File: config.mk
export PLATFORM = sky130hd
export DESIGN_NAME = gsc_sync_ctrl
export DESIGN_NICKNAME = d
export VERILOG_FILES = /design/src/gsc_pkg.sv /design/src/gsc_sync_ctrl.sv
export VERILOG_INCLUDE_DIRS = /design/src
export SDC_FILE = /design/constraint.sdc
export NUM_CORES = 2
export LEC_CHECK = 0
export ABC_CLOCK_PERIOD_IN_PS = 32500
export BUFFER_PORTS_ARGS = -buffer_cell sky130_fd_sc_hd__buf_2
export CORE_AREA = 2 2 350 352
export DETAILED_ROUTE_END_ITERATION = 6
export DIE_AREA = 0 0 352 354
export PLACE_DENSITY = 0.53
export RECOVER_POWER = 50
export SLEW_MARGIN = 15
export SYNTH_ARGS = -nofsm -noshare
export SYNTH_HDL_FRONTEND = slang
export SYNTH_SLANG_ARGS = --single-unit
export TNS_END_PERCENT = 10
File: constraint.sdc
create_clock -name CLK_SYS -period 32.5 [get_ports CLK_SYS]
set_input_delay 6.5 -clock CLK_SYS [delete_from_list [all_inputs] [get_ports CLK_SYS]]
set_output_delay 6.5 -clock CLK_SYS [all_outputs]
set_load 0.02 [all_outputs]
File: src/gsc_params.svh
// Named constants for the generator synchronizer control block
`ifndef GSC_PARAMS_SVH
`define GSC_PARAMS_SVH
// ============================================================
// Register byte offsets
`define GSC_OFF_CTRL 8'h00
`define GSC_OFF_LIM_V 8'h04
`define GSC_OFF_LIM_F 8'h08
`define GSC_OFF_LIM_A 8'h0C
`define GSC_OFF_VBASE 8'h10
`define GSC_OFF_FBASE 8'h14
`define GSC_OFF_PRECL 8'h18
`define GSC_OFF_SYNCT 8'h1C
`define GSC_OFF_STILL 8'h20
`define GSC_OFF_STAT 8'h24
`define GSC_OFF_LEFT 8'h28
// ============================================================
// Control register bit positions
`define GSC_CTRL_START 0
`define GSC_CTRL_STOP 1
`define GSC_CTRL_POS 2
`define GSC_CTRL_BLK 3
// ============================================================
// Reset values of the settings
`define GSC_RST_LIM_V 16'h0100
`define GSC_RST_LIM_F 16'h0007
`define GSC_RST_LIM_A 16'h0222
`define GSC_RST_VBASE 16'h00C8
`define GSC_RST_FBASE 16'h00C8
`define GSC_RST_PRECL 16'h0032
`define GSC_RST_SYNCT 32'h0001D4C0
`define GSC_RST_STILL 16'h0001
// ============================================================
// Timing: one tick is one millisecond
`define GSC_CLK_NS 4
`define GSC_TICK_NS 1000000
`define GSC_TICK_CYC (`GSC_TICK_NS / `GSC_CLK_NS)
`define GSC_CLOSE_MS 16'h0064
`define GSC_SCALE_SH 6
// ============================================================
// Bus answers
`define GSC_RESP_OKAY 2'h0
`define GSC_RESP_SLVERR 2'h2
`endif

File: src/gsc_pkg.sv
// Types shared by the generator synchronizer control block
package gsc_pkg;
	// One side's measurement: magnitude, frequency in angle units per ms, binary angle
	typedef struct packed {
		logic [15:0] mag;
		logic signed [15:0] freq;
		logic signed [15:0] ang;
	} gsc_meas_s;
	typedef enum logic [1:0] {GSC_CONF_ERR, GSC_IDLE, GSC_SYNC, GSC_BLOCKED} gsc_state_e;
	typedef enum logic [1:0] {GSC_STILL, GSC_DEPART, GSC_ENCLOSE} gsc_rot_e;
	typedef enum logic [1:0] {GSC_P_IDLE, GSC_P_DRIVE, GSC_P_PAUSE} gsc_pulse_e;
endpackage

File: src/gsc_sync_ctrl.sv
// Generator synchronizer: AXI4-Lite settings, correction pulses and breaker close
//
// The register addresses and the AXI4-Lite interface to the registers were chosen for this implementation.
`timescale 1ns/1ps
`include "gsc_params.svh"

// ============================================================
// Raise/lower pulse generator with error-scaled length and pause
module gsc_pulser #(
	parameter int SH = `GSC_SCALE_SH
) (
	// Clock and reset
	input wire logic clk,
	input wire logic nrst,
	// Control
	input wire logic tick,
	input wire logic en,
	input wire logic need,
	input wire logic up,
	input wire logic [15:0] base,
	input wire logic [15:0] diff,
	// Commands
	output logic raise_q,
	output logic lower_q
);
	import gsc_pkg::*;
	gsc_pulse_e ph_q, ph_d;
	logic [19:0] cnt_q, cnt_d;
	logic up_q, dir_d, done;
	logic [31:0] prod;
	logic [19:0] len;

	// Base length stretched in proportion to the error
	assign prod = 32'(diff) * 32'(base);
	assign len = 20'(32'(base) + (prod >> SH));
	assign done = tick && (cnt_q <= 20'h00001);
	assign dir_d = (ph_q == GSC_P_IDLE) ? up : up_q;

	// Drive, then wait one base length so the regulator can respond
	always_comb begin
		ph_d = ph_q;
		cnt_d = cnt_q;
		if (tick && cnt_q != 20'h00000) cnt_d = cnt_q - 20'h00001;
		case (ph_q)
			GSC_P_IDLE: if (en && need) begin
				ph_d = GSC_P_DRIVE;
				cnt_d = len;
			end
			GSC_P_DRIVE: if (!en) begin
				ph_d = GSC_P_IDLE;
			end else if (done) begin
				ph_d = GSC_P_PAUSE;
				cnt_d = 20'(base);
			end
			GSC_P_PAUSE: if (!en || done) begin
				ph_d = GSC_P_IDLE;
			end
			default: ph_d = GSC_P_IDLE;
		endcase
	end

	// Phase, count and registered commands
	always_ff @(posedge clk or negedge nrst) begin
		if (!nrst) begin
			ph_q <= GSC_P_IDLE;
			cnt_q <= 20'h00000;
			up_q <= 1'b0;
			raise_q <= 1'b0;
			lower_q <= 1'b0;
		end else begin
			ph_q <= ph_d;
			cnt_q <= cnt_d;
			up_q <= dir_d;
			raise_q <= (ph_d == GSC_P_DRIVE) && dir_d;
			lower_q <= (ph_d == GSC_P_DRIVE) && !dir_d;
		end
	end

	a_pulse_gated: assert property (@(posedge clk) disable iff (!nrst)
		!en |=> !raise_q && !lower_q) else $error("pulse while disabled");
	a_pulse_dir: assert property (@(posedge clk) disable iff (!nrst)
		$rose(raise_q) |-> $past(up) && $past(need)) else $error("raise against direction");
	a_pulse_excl: assert property (@(posedge clk) disable iff (!nrst)
		!(raise_q && lower_q)) else $error("raise and lower together");
endmodule

// ============================================================
// Summary of operation
// - Sample one voltage from each side of the breaker for all decisions.
// - Hold frequency, angle and fundamental magnitude for each selected channel.
// - Raise or lower voltage commands reduce the magnitude difference.
// - Voltage pulse base length is set and scaled by magnitude difference.
// - Raise or lower frequency commands to the governor reduce slip.
// - Frequency pulse length set separately, scaled by frequency difference.
// - Optional positive-slip-only mode prevents closing under reverse power.
// - Close only when magnitude, frequency and predicted closing angle are all within limits.
// - Close command is advanced by a set pre-closing time.
// - Closing angle is derived from slip and pre-closing time.
// - Three ok outputs: magnitude, frequency and angle within limit.
// - Outputs: blocked, running, raise/lower, close, long sync, rotation.
// - Overall status: configuration error, idle, synchronizing or blocked.
// - Report net rotation as standstill, departing or enclosing.
// - Count down sync time from start; flag long sync on expiry.
module gsc_sync_ctrl #(
	parameter int AW = 8,
	parameter int unsigned TICK_CYC = `GSC_TICK_CYC
) (
	// Clock and reset
	input wire logic CLK_SYS,
	input wire logic NRST,
	// Measurement front end
	input wire gsc_pkg::gsc_meas_s MEAS_GEN,
	input wire gsc_pkg::gsc_meas_s MEAS_GRID,
	input wire logic MEAS_VLD,
	// External block pin
	input wire logic BLOCK_IN,
	// AXI4-Lite write
	input wire logic [AW-1:0] AWADDR,
	input wire logic AWVALID,
	output logic AWREADY,
	input wire logic [31:0] WDATA,
	input wire logic [3:0] WSTRB,
	input wire logic WVALID,
	output logic WREADY,
	output logic [1:0] BRESP,
	output logic BVALID,
	input wire logic BREADY,
	// AXI4-Lite read
	input wire logic [AW-1:0] ARADDR,
	input wire logic ARVALID,
	output logic ARREADY,
	output logic [31:0] RDATA,
	output logic [1:0] RRESP,
	output logic RVALID,
	input wire logic RREADY,
	// Status
	output logic VOLT_OK,
	output logic FREQ_OK,
	output logic ANGLE_OK,
	output logic BLOCKED,
	output logic RUNNING,
	output logic LONG_SYNC,
	// Regulator, governor and breaker commands
	output logic RAISE_V,
	output logic LOWER_V,
	output logic RAISE_F,
	output logic LOWER_F,
	output logic BRK_CLOSE,
	// Net rotation
	output logic NET_STILL,
	output logic NET_DEPART,
	output logic NET_ENCLOSE
);
	import gsc_pkg::*;

	// Saturating magnitude of a signed difference
	function automatic logic [15:0] mag16(input logic signed [16:0] v);
		logic [16:0] a;
		a = v[16] ? 17'(-v) : 17'(v);
		mag16 = a[16] ? 16'hFFFF : a[15:0];
	endfunction

	// Byte-lane merge of a write
	function automatic logic [31:0] mrg(input logic [31:0] o, input logic [31:0] d, input logic [3:0] s);
		mrg = {s[3] ? d[31:24] : o[31:24], s[2] ? d[23:16] : o[23:16],
			s[1] ? d[15:8] : o[15:8], s[0] ? d[7:0] : o[7:0]};
	endfunction

	gsc_state_e st_q, st_d;
	gsc_rot_e rot_q, rot_d;
	gsc_meas_s gen_q, grid_q;
	logic [31:0] tick_cnt_q;
	logic tick_q, blk_s1_q, blk_s2_q, pos_q, sw_blk_q, closed_q;
	logic [15:0] lim_v_q, lim_f_q, lim_a_q, vbase_q, fbase_q, precl_q, still_q, ccnt_q;
	logic [31:0] synct_q, left_q;
	logic [AW-1:0] awa_q;
	logic [31:0] wd_q, rd_mux;
	logic [3:0] ws_q;

	// ============================================================
	// Millisecond tick and block pin synchroniser
	always_ff @(posedge CLK_SYS or negedge NRST) begin
		if (!NRST) begin
			tick_cnt_q <= 32'h00000000;
			tick_q <= 1'b0;
			blk_s1_q <= 1'b0;
			blk_s2_q <= 1'b0;
		end else begin
			tick_q <= (tick_cnt_q == 32'(TICK_CYC - 1));
			tick_cnt_q <= (tick_cnt_q == 32'(TICK_CYC - 1)) ? 32'h00000000 : tick_cnt_q + 32'h00000001;
			blk_s1_q <= BLOCK_IN;
			blk_s2_q <= blk_s1_q;
		end
	end

	// Latest sample of each side of the breaker
	always_ff @(posedge CLK_SYS or negedge NRST) begin
		if (!NRST) begin
			gen_q <= '0;
			grid_q <= '0;
		end else if (MEAS_VLD) begin
			gen_q <= MEAS_GEN;
			grid_q <= MEAS_GRID;
		end
	end

	// ============================================================
	// Differences, limits and predicted closing angle
	logic signed [16:0] dmag_s, slip_s;
	logic signed [15:0] ang_s, pred_s;
	logic signed [33:0] adv_s;
	logic [15:0] dm_abs, sl_abs, an_abs, pr_abs;
	logic v_in, f_in, a_in, win, conf_err, blk_now, close_go, go, en_p;
	assign dmag_s = $signed({1'b0, gen_q.mag}) - $signed({1'b0, grid_q.mag});
	assign slip_s = $signed({gen_q.freq[15], gen_q.freq}) - $signed({grid_q.freq[15], grid_q.freq});
	assign ang_s = gen_q.ang - grid_q.ang;
	assign adv_s = slip_s * $signed({1'b0, precl_q});
	assign pred_s = ang_s + $signed(adv_s[15:0]);
	assign dm_abs = mag16(dmag_s);
	assign sl_abs = mag16(slip_s);
	assign an_abs = mag16({ang_s[15], ang_s});
	assign pr_abs = mag16({pred_s[15], pred_s});
	assign v_in = dm_abs <= lim_v_q;
	assign f_in = (sl_abs <= lim_f_q) && (!pos_q || slip_s > 17'sh00000);
	assign a_in = an_abs <= lim_a_q;
	assign win = pr_abs <= lim_a_q;
	assign conf_err = (lim_v_q == 16'h0000) || (lim_f_q == 16'h0000) || (lim_a_q == 16'h0000) ||
		(vbase_q == 16'h0000) || (fbase_q == 16'h0000);
	assign blk_now = sw_blk_q || blk_s2_q;
	assign close_go = (st_q == GSC_SYNC) && v_in && f_in && win && !closed_q && !blk_now;
	assign go = (st_q == GSC_IDLE) && (st_d == GSC_SYNC);
	assign en_p = (st_q == GSC_SYNC) && !closed_q;

	// ============================================================
	// Bus write decode
	logic wr_go, hit_w, rd_hit, start_w, stop_w, w_ctrl;
	assign wr_go = !AWREADY && !WREADY && !BVALID;
	assign w_ctrl = wr_go && awa_q == AW'(`GSC_OFF_CTRL) && ws_q[0];
	assign start_w = w_ctrl && wd_q[`GSC_CTRL_START];
	assign stop_w = w_ctrl && wd_q[`GSC_CTRL_STOP];
	assign hit_w = awa_q == AW'(`GSC_OFF_CTRL) || awa_q == AW'(`GSC_OFF_LIM_V) || awa_q == AW'(`GSC_OFF_LIM_F) ||
		awa_q == AW'(`GSC_OFF_LIM_A) || awa_q == AW'(`GSC_OFF_VBASE) || awa_q == AW'(`GSC_OFF_FBASE) ||
		awa_q == AW'(`GSC_OFF_PRECL) || awa_q == AW'(`GSC_OFF_SYNCT) || awa_q == AW'(`GSC_OFF_STILL) ||
		awa_q == AW'(`GSC_OFF_STAT) || awa_q == AW'(`GSC_OFF_LEFT);

	// Bus read selection
	assign rd_mux = (ARADDR == AW'(`GSC_OFF_CTRL)) ? {28'h0000000, sw_blk_q, pos_q, 2'h0} :
		(ARADDR == AW'(`GSC_OFF_LIM_V)) ? {16'h0000, lim_v_q} :
		(ARADDR == AW'(`GSC_OFF_LIM_F)) ? {16'h0000, lim_f_q} :
		(ARADDR == AW'(`GSC_OFF_LIM_A)) ? {16'h0000, lim_a_q} :
		(ARADDR == AW'(`GSC_OFF_VBASE)) ? {16'h0000, vbase_q} :
		(ARADDR == AW'(`GSC_OFF_FBASE)) ? {16'h0000, fbase_q} :
		(ARADDR == AW'(`GSC_OFF_PRECL)) ? {16'h0000, precl_q} :
		(ARADDR == AW'(`GSC_OFF_SYNCT)) ? synct_q :
		(ARADDR == AW'(`GSC_OFF_STILL)) ? {16'h0000, still_q} :
		(ARADDR == AW'(`GSC_OFF_STAT)) ? {23'h000000, closed_q, rot_q, LONG_SYNC, ANGLE_OK, FREQ_OK, VOLT_OK, st_q} :
		(ARADDR == AW'(`GSC_OFF_LEFT)) ? left_q : 32'h00000000;
	assign rd_hit = (ARADDR[1:0] == 2'h0) && (ARADDR <= AW'(`GSC_OFF_LEFT));

	// Write address and data capture, response after both
	always_ff @(posedge CLK_SYS or negedge NRST) begin
		if (!NRST) begin
			AWREADY <= 1'b1;
			WREADY <= 1'b1;
			BVALID <= 1'b0;
			BRESP <= `GSC_RESP_OKAY;
			awa_q <= '0;
			wd_q <= 32'h00000000;
			ws_q <= 4'h0;
		end else begin
			if (AWVALID && AWREADY) begin
				AWREADY <= 1'b0;
				awa_q <= AWADDR;
			end
			if (WVALID && WREADY) begin
				WREADY <= 1'b0;
				wd_q <= WDATA;
				ws_q <= WSTRB;
			end
			if (wr_go) begin
				BVALID <= 1'b1;
				BRESP <= hit_w ? `GSC_RESP_OKAY : `GSC_RESP_SLVERR;
			end
			if (BVALID && BREADY) begin
				BVALID <= 1'b0;
				AWREADY <= 1'b1;
				WREADY <= 1'b1;
			end
		end
	end

	// Read channel: answer one cycle after the address is taken
	always_ff @(posedge CLK_SYS or negedge NRST) begin
		if (!NRST) begin
			ARREADY <= 1'b1;
			RVALID <= 1'b0;
			RDATA <= 32'h00000000;
			RRESP <= `GSC_RESP_OKAY;
		end else if (ARVALID && ARREADY) begin
			ARREADY <= 1'b0;
			RVALID <= 1'b1;
			RDATA <= rd_mux;
			RRESP <= rd_hit ? `GSC_RESP_OKAY : `GSC_RESP_SLVERR;
		end else if (RVALID && RREADY) begin
			RVALID <= 1'b0;
			ARREADY <= 1'b1;
		end
	end

	// Settings registers
	always_ff @(posedge CLK_SYS or negedge NRST) begin
		if (!NRST) begin
			pos_q <= 1'b0;
			sw_blk_q <= 1'b0;
			lim_v_q <= `GSC_RST_LIM_V;
			lim_f_q <= `GSC_RST_LIM_F;
			lim_a_q <= `GSC_RST_LIM_A;
			vbase_q <= `GSC_RST_VBASE;
			fbase_q <= `GSC_RST_FBASE;
			precl_q <= `GSC_RST_PRECL;
			synct_q <= `GSC_RST_SYNCT;
			still_q <= `GSC_RST_STILL;
		end else if (wr_go) begin
			if (w_ctrl) pos_q <= wd_q[`GSC_CTRL_POS];
			if (w_ctrl) sw_blk_q <= wd_q[`GSC_CTRL_BLK];
			if (awa_q == AW'(`GSC_OFF_LIM_V)) lim_v_q <= 16'(mrg(32'(lim_v_q), wd_q, ws_q));
			if (awa_q == AW'(`GSC_OFF_LIM_F)) lim_f_q <= 16'(mrg(32'(lim_f_q), wd_q, ws_q));
			if (awa_q == AW'(`GSC_OFF_LIM_A)) lim_a_q <= 16'(mrg(32'(lim_a_q), wd_q, ws_q));
			if (awa_q == AW'(`GSC_OFF_VBASE)) vbase_q <= 16'(mrg(32'(vbase_q), wd_q, ws_q));
			if (awa_q == AW'(`GSC_OFF_FBASE)) fbase_q <= 16'(mrg(32'(fbase_q), wd_q, ws_q));
			if (awa_q == AW'(`GSC_OFF_PRECL)) precl_q <= 16'(mrg(32'(precl_q), wd_q, ws_q));
			if (awa_q == AW'(`GSC_OFF_SYNCT)) synct_q <= mrg(synct_q, wd_q, ws_q);
			if (awa_q == AW'(`GSC_OFF_STILL)) still_q <= 16'(mrg(32'(still_q), wd_q, ws_q));
		end
	end

	// ============================================================
	// Overall state: configuration error, idle, synchronizing, blocked
	always_comb begin
		st_d = st_q;
		if (conf_err) begin
			st_d = GSC_CONF_ERR;
		end else if (blk_now) begin
			st_d = GSC_BLOCKED;
		end else begin
			case (st_q)
				GSC_CONF_ERR: st_d = GSC_IDLE;
				GSC_BLOCKED: st_d = GSC_IDLE;
				GSC_IDLE: if (start_w) st_d = GSC_SYNC;
				GSC_SYNC: if (stop_w || (closed_q && !BRK_CLOSE)) st_d = GSC_IDLE;
				default: st_d = GSC_IDLE;
			endcase
		end
	end

	// Net rotation from slip size and angle trend
	assign rot_d = (sl_abs < still_q) ? GSC_STILL :
		((ang_s != 16'sh0000 && ang_s[15] != slip_s[16]) ? GSC_ENCLOSE : GSC_DEPART);

	// State, timer, close pulse and flags
	always_ff @(posedge CLK_SYS or negedge NRST) begin
		if (!NRST) begin
			st_q <= GSC_IDLE;
			rot_q <= GSC_STILL;
			left_q <= 32'h00000000;
			closed_q <= 1'b0;
			ccnt_q <= 16'h0000;
		end else begin
			st_q <= st_d;
			rot_q <= rot_d;
			if (go) left_q <= synct_q;
			else if (st_q == GSC_SYNC && tick_q && left_q != 32'h00000000) left_q <= left_q - 32'h00000001;
			if (go) closed_q <= 1'b0;
			else if (close_go) closed_q <= 1'b1;
			if (close_go) ccnt_q <= `GSC_CLOSE_MS;
			else if (tick_q && ccnt_q != 16'h0000) ccnt_q <= ccnt_q - 16'h0001;
		end
	end

	// Registered outputs
	always_ff @(posedge CLK_SYS or negedge NRST) begin
		if (!NRST) begin
			{VOLT_OK, FREQ_OK, ANGLE_OK, BLOCKED, RUNNING, LONG_SYNC, BRK_CLOSE} <= 7'h00;
			{NET_STILL, NET_DEPART, NET_ENCLOSE} <= 3'h4;
		end else begin
			VOLT_OK <= v_in;
			FREQ_OK <= f_in;
			ANGLE_OK <= a_in;
			BLOCKED <= st_d == GSC_BLOCKED;
			RUNNING <= st_d == GSC_SYNC;
			LONG_SYNC <= !go && (LONG_SYNC || (st_q == GSC_SYNC && left_q == 32'h00000000));
			BRK_CLOSE <= (close_go || (BRK_CLOSE && !(tick_q && ccnt_q <= 16'h0001))) && !blk_now && !stop_w;
			NET_STILL <= rot_d == GSC_STILL;
			NET_DEPART <= rot_d == GSC_DEPART;
			NET_ENCLOSE <= rot_d == GSC_ENCLOSE;
		end
	end

	// Voltage and frequency correction pulses
	gsc_pulser #(.SH(`GSC_SCALE_SH)) u_volt (
		.clk(CLK_SYS), .nrst(NRST), .tick(tick_q), .en(en_p),
		.need(!v_in), .up(dmag_s < 17'sh00000), .base(vbase_q), .diff(dm_abs),
		.raise_q(RAISE_V), .lower_q(LOWER_V)
	);
	gsc_pulser #(.SH(`GSC_SCALE_SH)) u_freq (
		.clk(CLK_SYS), .nrst(NRST), .tick(tick_q), .en(en_p),
		.need(!f_in), .up(slip_s <= 17'sh00000), .base(fbase_q), .diff(sl_abs),
		.raise_q(RAISE_F), .lower_q(LOWER_F)
	);

	// ============================================================
	// Checks
	a_close_cond: assert property (@(posedge CLK_SYS) disable iff (!NRST)
		$rose(BRK_CLOSE) |-> $past(v_in && f_in && win && st_q == GSC_SYNC)) else $error("close outside limits");
	a_close_once: assert property (@(posedge CLK_SYS) disable iff (!NRST)
		$rose(BRK_CLOSE) |-> !$past(closed_q)) else $error("second close in one attempt");
	a_pos_slip: assert property (@(posedge CLK_SYS) disable iff (!NRST)
		$rose(BRK_CLOSE) && $past(pos_q) |-> $past(slip_s > 17'sh00000)) else $error("close with negative slip");
	a_conf_err: assert property (@(posedge CLK_SYS) disable iff (!NRST)
		conf_err |=> st_q == GSC_CONF_ERR && !RUNNING) else $error("config error not reported");
	a_long_sync: assert property (@(posedge CLK_SYS) disable iff (!NRST)
		st_q == GSC_SYNC && left_q == 32'h00000000 |=> LONG_SYNC) else $error("long sync missing");
	a_block_close: assert property (@(posedge CLK_SYS) disable iff (!NRST)
		blk_now && !conf_err |=> !BRK_CLOSE && BLOCKED) else $error("close while blocked");
	a_block_pulse: assert property (@(posedge CLK_SYS) disable iff (!NRST)
		blk_now |-> ##2 !(RAISE_V || LOWER_V || RAISE_F || LOWER_F)) else $error("pulse while blocked");
	a_rot_onehot: assert property (@(posedge CLK_SYS) disable iff (!NRST)
		$onehot({NET_STILL, NET_DEPART, NET_ENCLOSE})) else $error("rotation not one-hot");
	a_bus_resp: assert property (@(posedge CLK_SYS) disable iff (!NRST)
		wr_go |=> BVALID && !AWREADY && !WREADY) else $error("write response missing");
endmodule

==> results.cfg <==
[run_status]
status = finished with violations
violations = capacitance limit, slew limit

[drt]
drtIter0Drc = 2423
vias = 37100
drc = 0
wl_per_cell_um = 20.4
final_antenna_net_count = 0
dr.pass1.iters = 6
finalWirelength_mm = 143
viasPerCell = 5.27

[global_routing]
grt_pass1_wl_mm = 225
first_global_vias = 38000
grt_max_degree = 154
antenna_found_initial = 8
grt_use_total_pct = 23.1
grt-ovfl-total = 0

[final_layout]
synthToLayoutAreaGrowth_pct = 10.3
finalNetCount = 6355
n_fill_cell = 12000
drive_gt1_share_pct = 12.9
seq_area_um2 = 11800
fin_area_um2 = 52900
multi_input_area_um2 = 32400

[logic_synthesis]
avgSynthCellArea_um2 = 9.21
syn_inst = 5209
synth.area.top_cells = dfrtp_1 (23%), fa_1 (19%), ha_1 (10%)
synth_top_area_share_pct = 23.1
seq_area_frac_synth_pct = 24.7
synth_cell_type_count = 100
yosysWarnings = 0
async_reset_ff_share_pct = 100
synth_ff_type = dfrtp_1
netlist.top_cell.by_area = dfrtp_1
synth_edf_count = 0
syn_area_um2 = 48000
synth-seq-cells = 471

[power_and_ir_drop]
irDropWorstVdd_uv = 67.8
power_mw = 3.52
leakagePower_nw = 25.6
p_int_mw = 1.88
netSwitchingPower_mw = 1.64
combinationalPowerShare_pct = 57.0
clkPwrFrac_pct = 20.1
p_sw_share_pct = 46.5
seq_power_share_pct = 22.9
powerDensity_nw_per_um2 = 66.6

[clock_network]
cts_made_buffers = 56
clk_latency_ps = 680
h-tree-depth = 2
post_cts_buffers = 0
cts_root_buf = clkbuf_16
cts.clk_slew.worst_paths_ps = 60
cts_buffer_depth = 3
cts_resized = 0
postCtsHoldBufs = 0
cts_tree = yes
cts_sinks = 471

[placement]
post-dp-hpwl_mm = 110
io_buffers = 209
gp_congestion = 0.887
placed_area_um2 = 50900

[floorplanning]
fp.dieH_um = 354
pin_count = 212
fp-row-count = 128
start_util_pct = 39.7
fp.dieW_um = 352
coreArea_um2 = 121000
die_area_um2 = 125000

[sta]
relSlewSlack_pct = -315
max_freq_ghz = 0.0708
tns_ps = 0
rsz0062_at_grt = false
setup_viol = 0
skew_ps = 41.7
min_period_ps = 14120
final_hold_viol_count = 0
period_share_pct = 43.4
worst_pin_slew_ps = 6230
drv_slew = 543

[worst_setup_path]
cp.arrival_ps = 14760
end_kind = async pin
crit_fanout = 153
worstSetupPathType = in2async
worst_ep_required_time_ps = 33140
worst_setup_path_start_kind = input pin

[min_path]
worstHoldPathType = reg2reg

[job]
drv_cap = 8
==> through the flow <==
step           hold slack (ps)  worst slack (ps)  instances  utilization (%)
3_3_place_gp               354             21290       6921             42.1
6_report                   366             18380       7029             43.8
5_1_grt                    375             16640       7027             43.8
3_5_place_dp               359             21090       6921             42.1
2_1_floorplan              331             22100       5210                -
4_1_cts                    374             21070       7027             43.8
==> sequential cells by signal (all words and copies together), names as in the netlist, 2 cells and up <==
register and count:
u_volt.ph_q 2, grid_q 48, ws_q 4, u_freq.cnt_q 20, lim_a_q 16, lim_v_q 16, synct_q 32, ccnt_q 16
tick_cnt_q 32, u_freq.ph_q 2, lim_f_q 16, still_q 16, fbase_q 16, vbase_q 16, st_q 2, gen_q 48
wd_q 32, RDATA 32, awa_q 8, left_q 32, u_volt.cnt_q 20, precl_q 16
==> Yosys cell counts, types with 64 or more instances <==
cell type	count
a21oi_1	186
and2_1	285
clkbuf_1	185
dfrtp_1	442
fa_1	458
ha_1	386
inv_1	797
mux2_2	242
nand2_1	555
nand3_1	69
nor2_1	261
nor2b_1	64
nor3_1	68
o21ai_0	196
xnor2_1	177
xor2_1	114
==> cell families after synthesis <==
logic type	after synthesis	share of synthesized area, %
AND/OR/NAND/NOR	1584	16.4
flip-flops	471	24.7
buffers and inverters	1002	7.91
adder cells (fa/ha/maj)	844	29.2
multiplexers	252	5.89
XOR/XNOR	296	5.55
AO/OA/AOI/OAI	759	10.4
other	1	0.00782
==> power groups by stage <==
stage	clock network (mW)	logic [mW]	registers, mW
floorplan	0	1.43	0.730
global placement	0	1.98	0.811
detailed placement	0	2.00	0.812
CTS	0.725	2.02	0.802
global route	0.748	2.29	0.814
finish	0.709	2.01	0.806
==> layout make-up <==
cell class                      count  share of cell area (%)
Tap cell                         1625                    3.84
Inverter                          797                    5.65
Clock inverter                     32                   0.948
Antenna cell                        2                 0.00946
Clock buffer                       74                    2.95
Timing Repair Buffer              291                    3.09
Multi-Input combinational cell   3737                    61.2
Sequential cell                   471                    22.3
==> cell usage in the layout (no fill, tap or decap), types with 13 or more instances in the layout <==
cell       count
a21oi_1      187
a221oi_1      20
or2_2         19
nor3_1        66
dfstp_2       28
nor4_1        44
a21o_1        49
ha_1         386
clkbuf_1      25
and2_1       281
o21a_1        41
nand3_1       69
o21ai_0      195
inv_1        797
clkbuf_16     57
a31oi_1       19
nor2_1       259
a22oi_1       32
nand4_1       30
o211ai_1      14
buf_4         72
nand2b_1      49
o21bai_1      13
mux2_2       242
and3_1        38
or3_1         31
o221ai_1      26
fa_1         458
buf_2        203
nor2b_1       64
xor2_1       114
nand2_1      555
xnor2_1      177
dfrtp_1      442
o22ai_1       18
==> worst paths after layout <==
check,start,to,slack (ps),cells past startpoint
min,blk_s1_q$_DFF_PN0_,blk_s2_q$_DFF_PN0_,370,0
max in group CLK_SYS,grid_q[16]$_DFFE_PN0P_,u_freq.cnt_q[19]$_DFF_PN0_,20180,39
min reg2reg,blk_s1_q$_DFF_PN0_,blk_s2_q$_DFF_PN0_,370,0
max,NRST,u_freq.cnt_q[10]$_DFF_PN0_,18380,3
max reg2reg,grid_q[16]$_DFFE_PN0P_,u_freq.cnt_q[19]$_DFF_PN0_,20180,39
min in group asynchronous,NRST,RDATA[8]$_DFFE_PN0P_,8140,1
==> metal layers <==
metal / global-route usage (%) / wire length (um) / up-vias
li1: - / - / 17300
met1: 34.0 / 68900 / 18500
met2: 35.5 / 62200 / 1011
met3: 3.96 / 9240 / 152
met4: 4.85 / 2930 / 10
met5: 0 / 61 / -
==> worst max-delay path, cell delays in order <==
cell      delay (ps)
clkbuf_1        4260
clkbuf_1        3110
buf_12           580
Note: power is estimated with default switching activity, not from simulation.
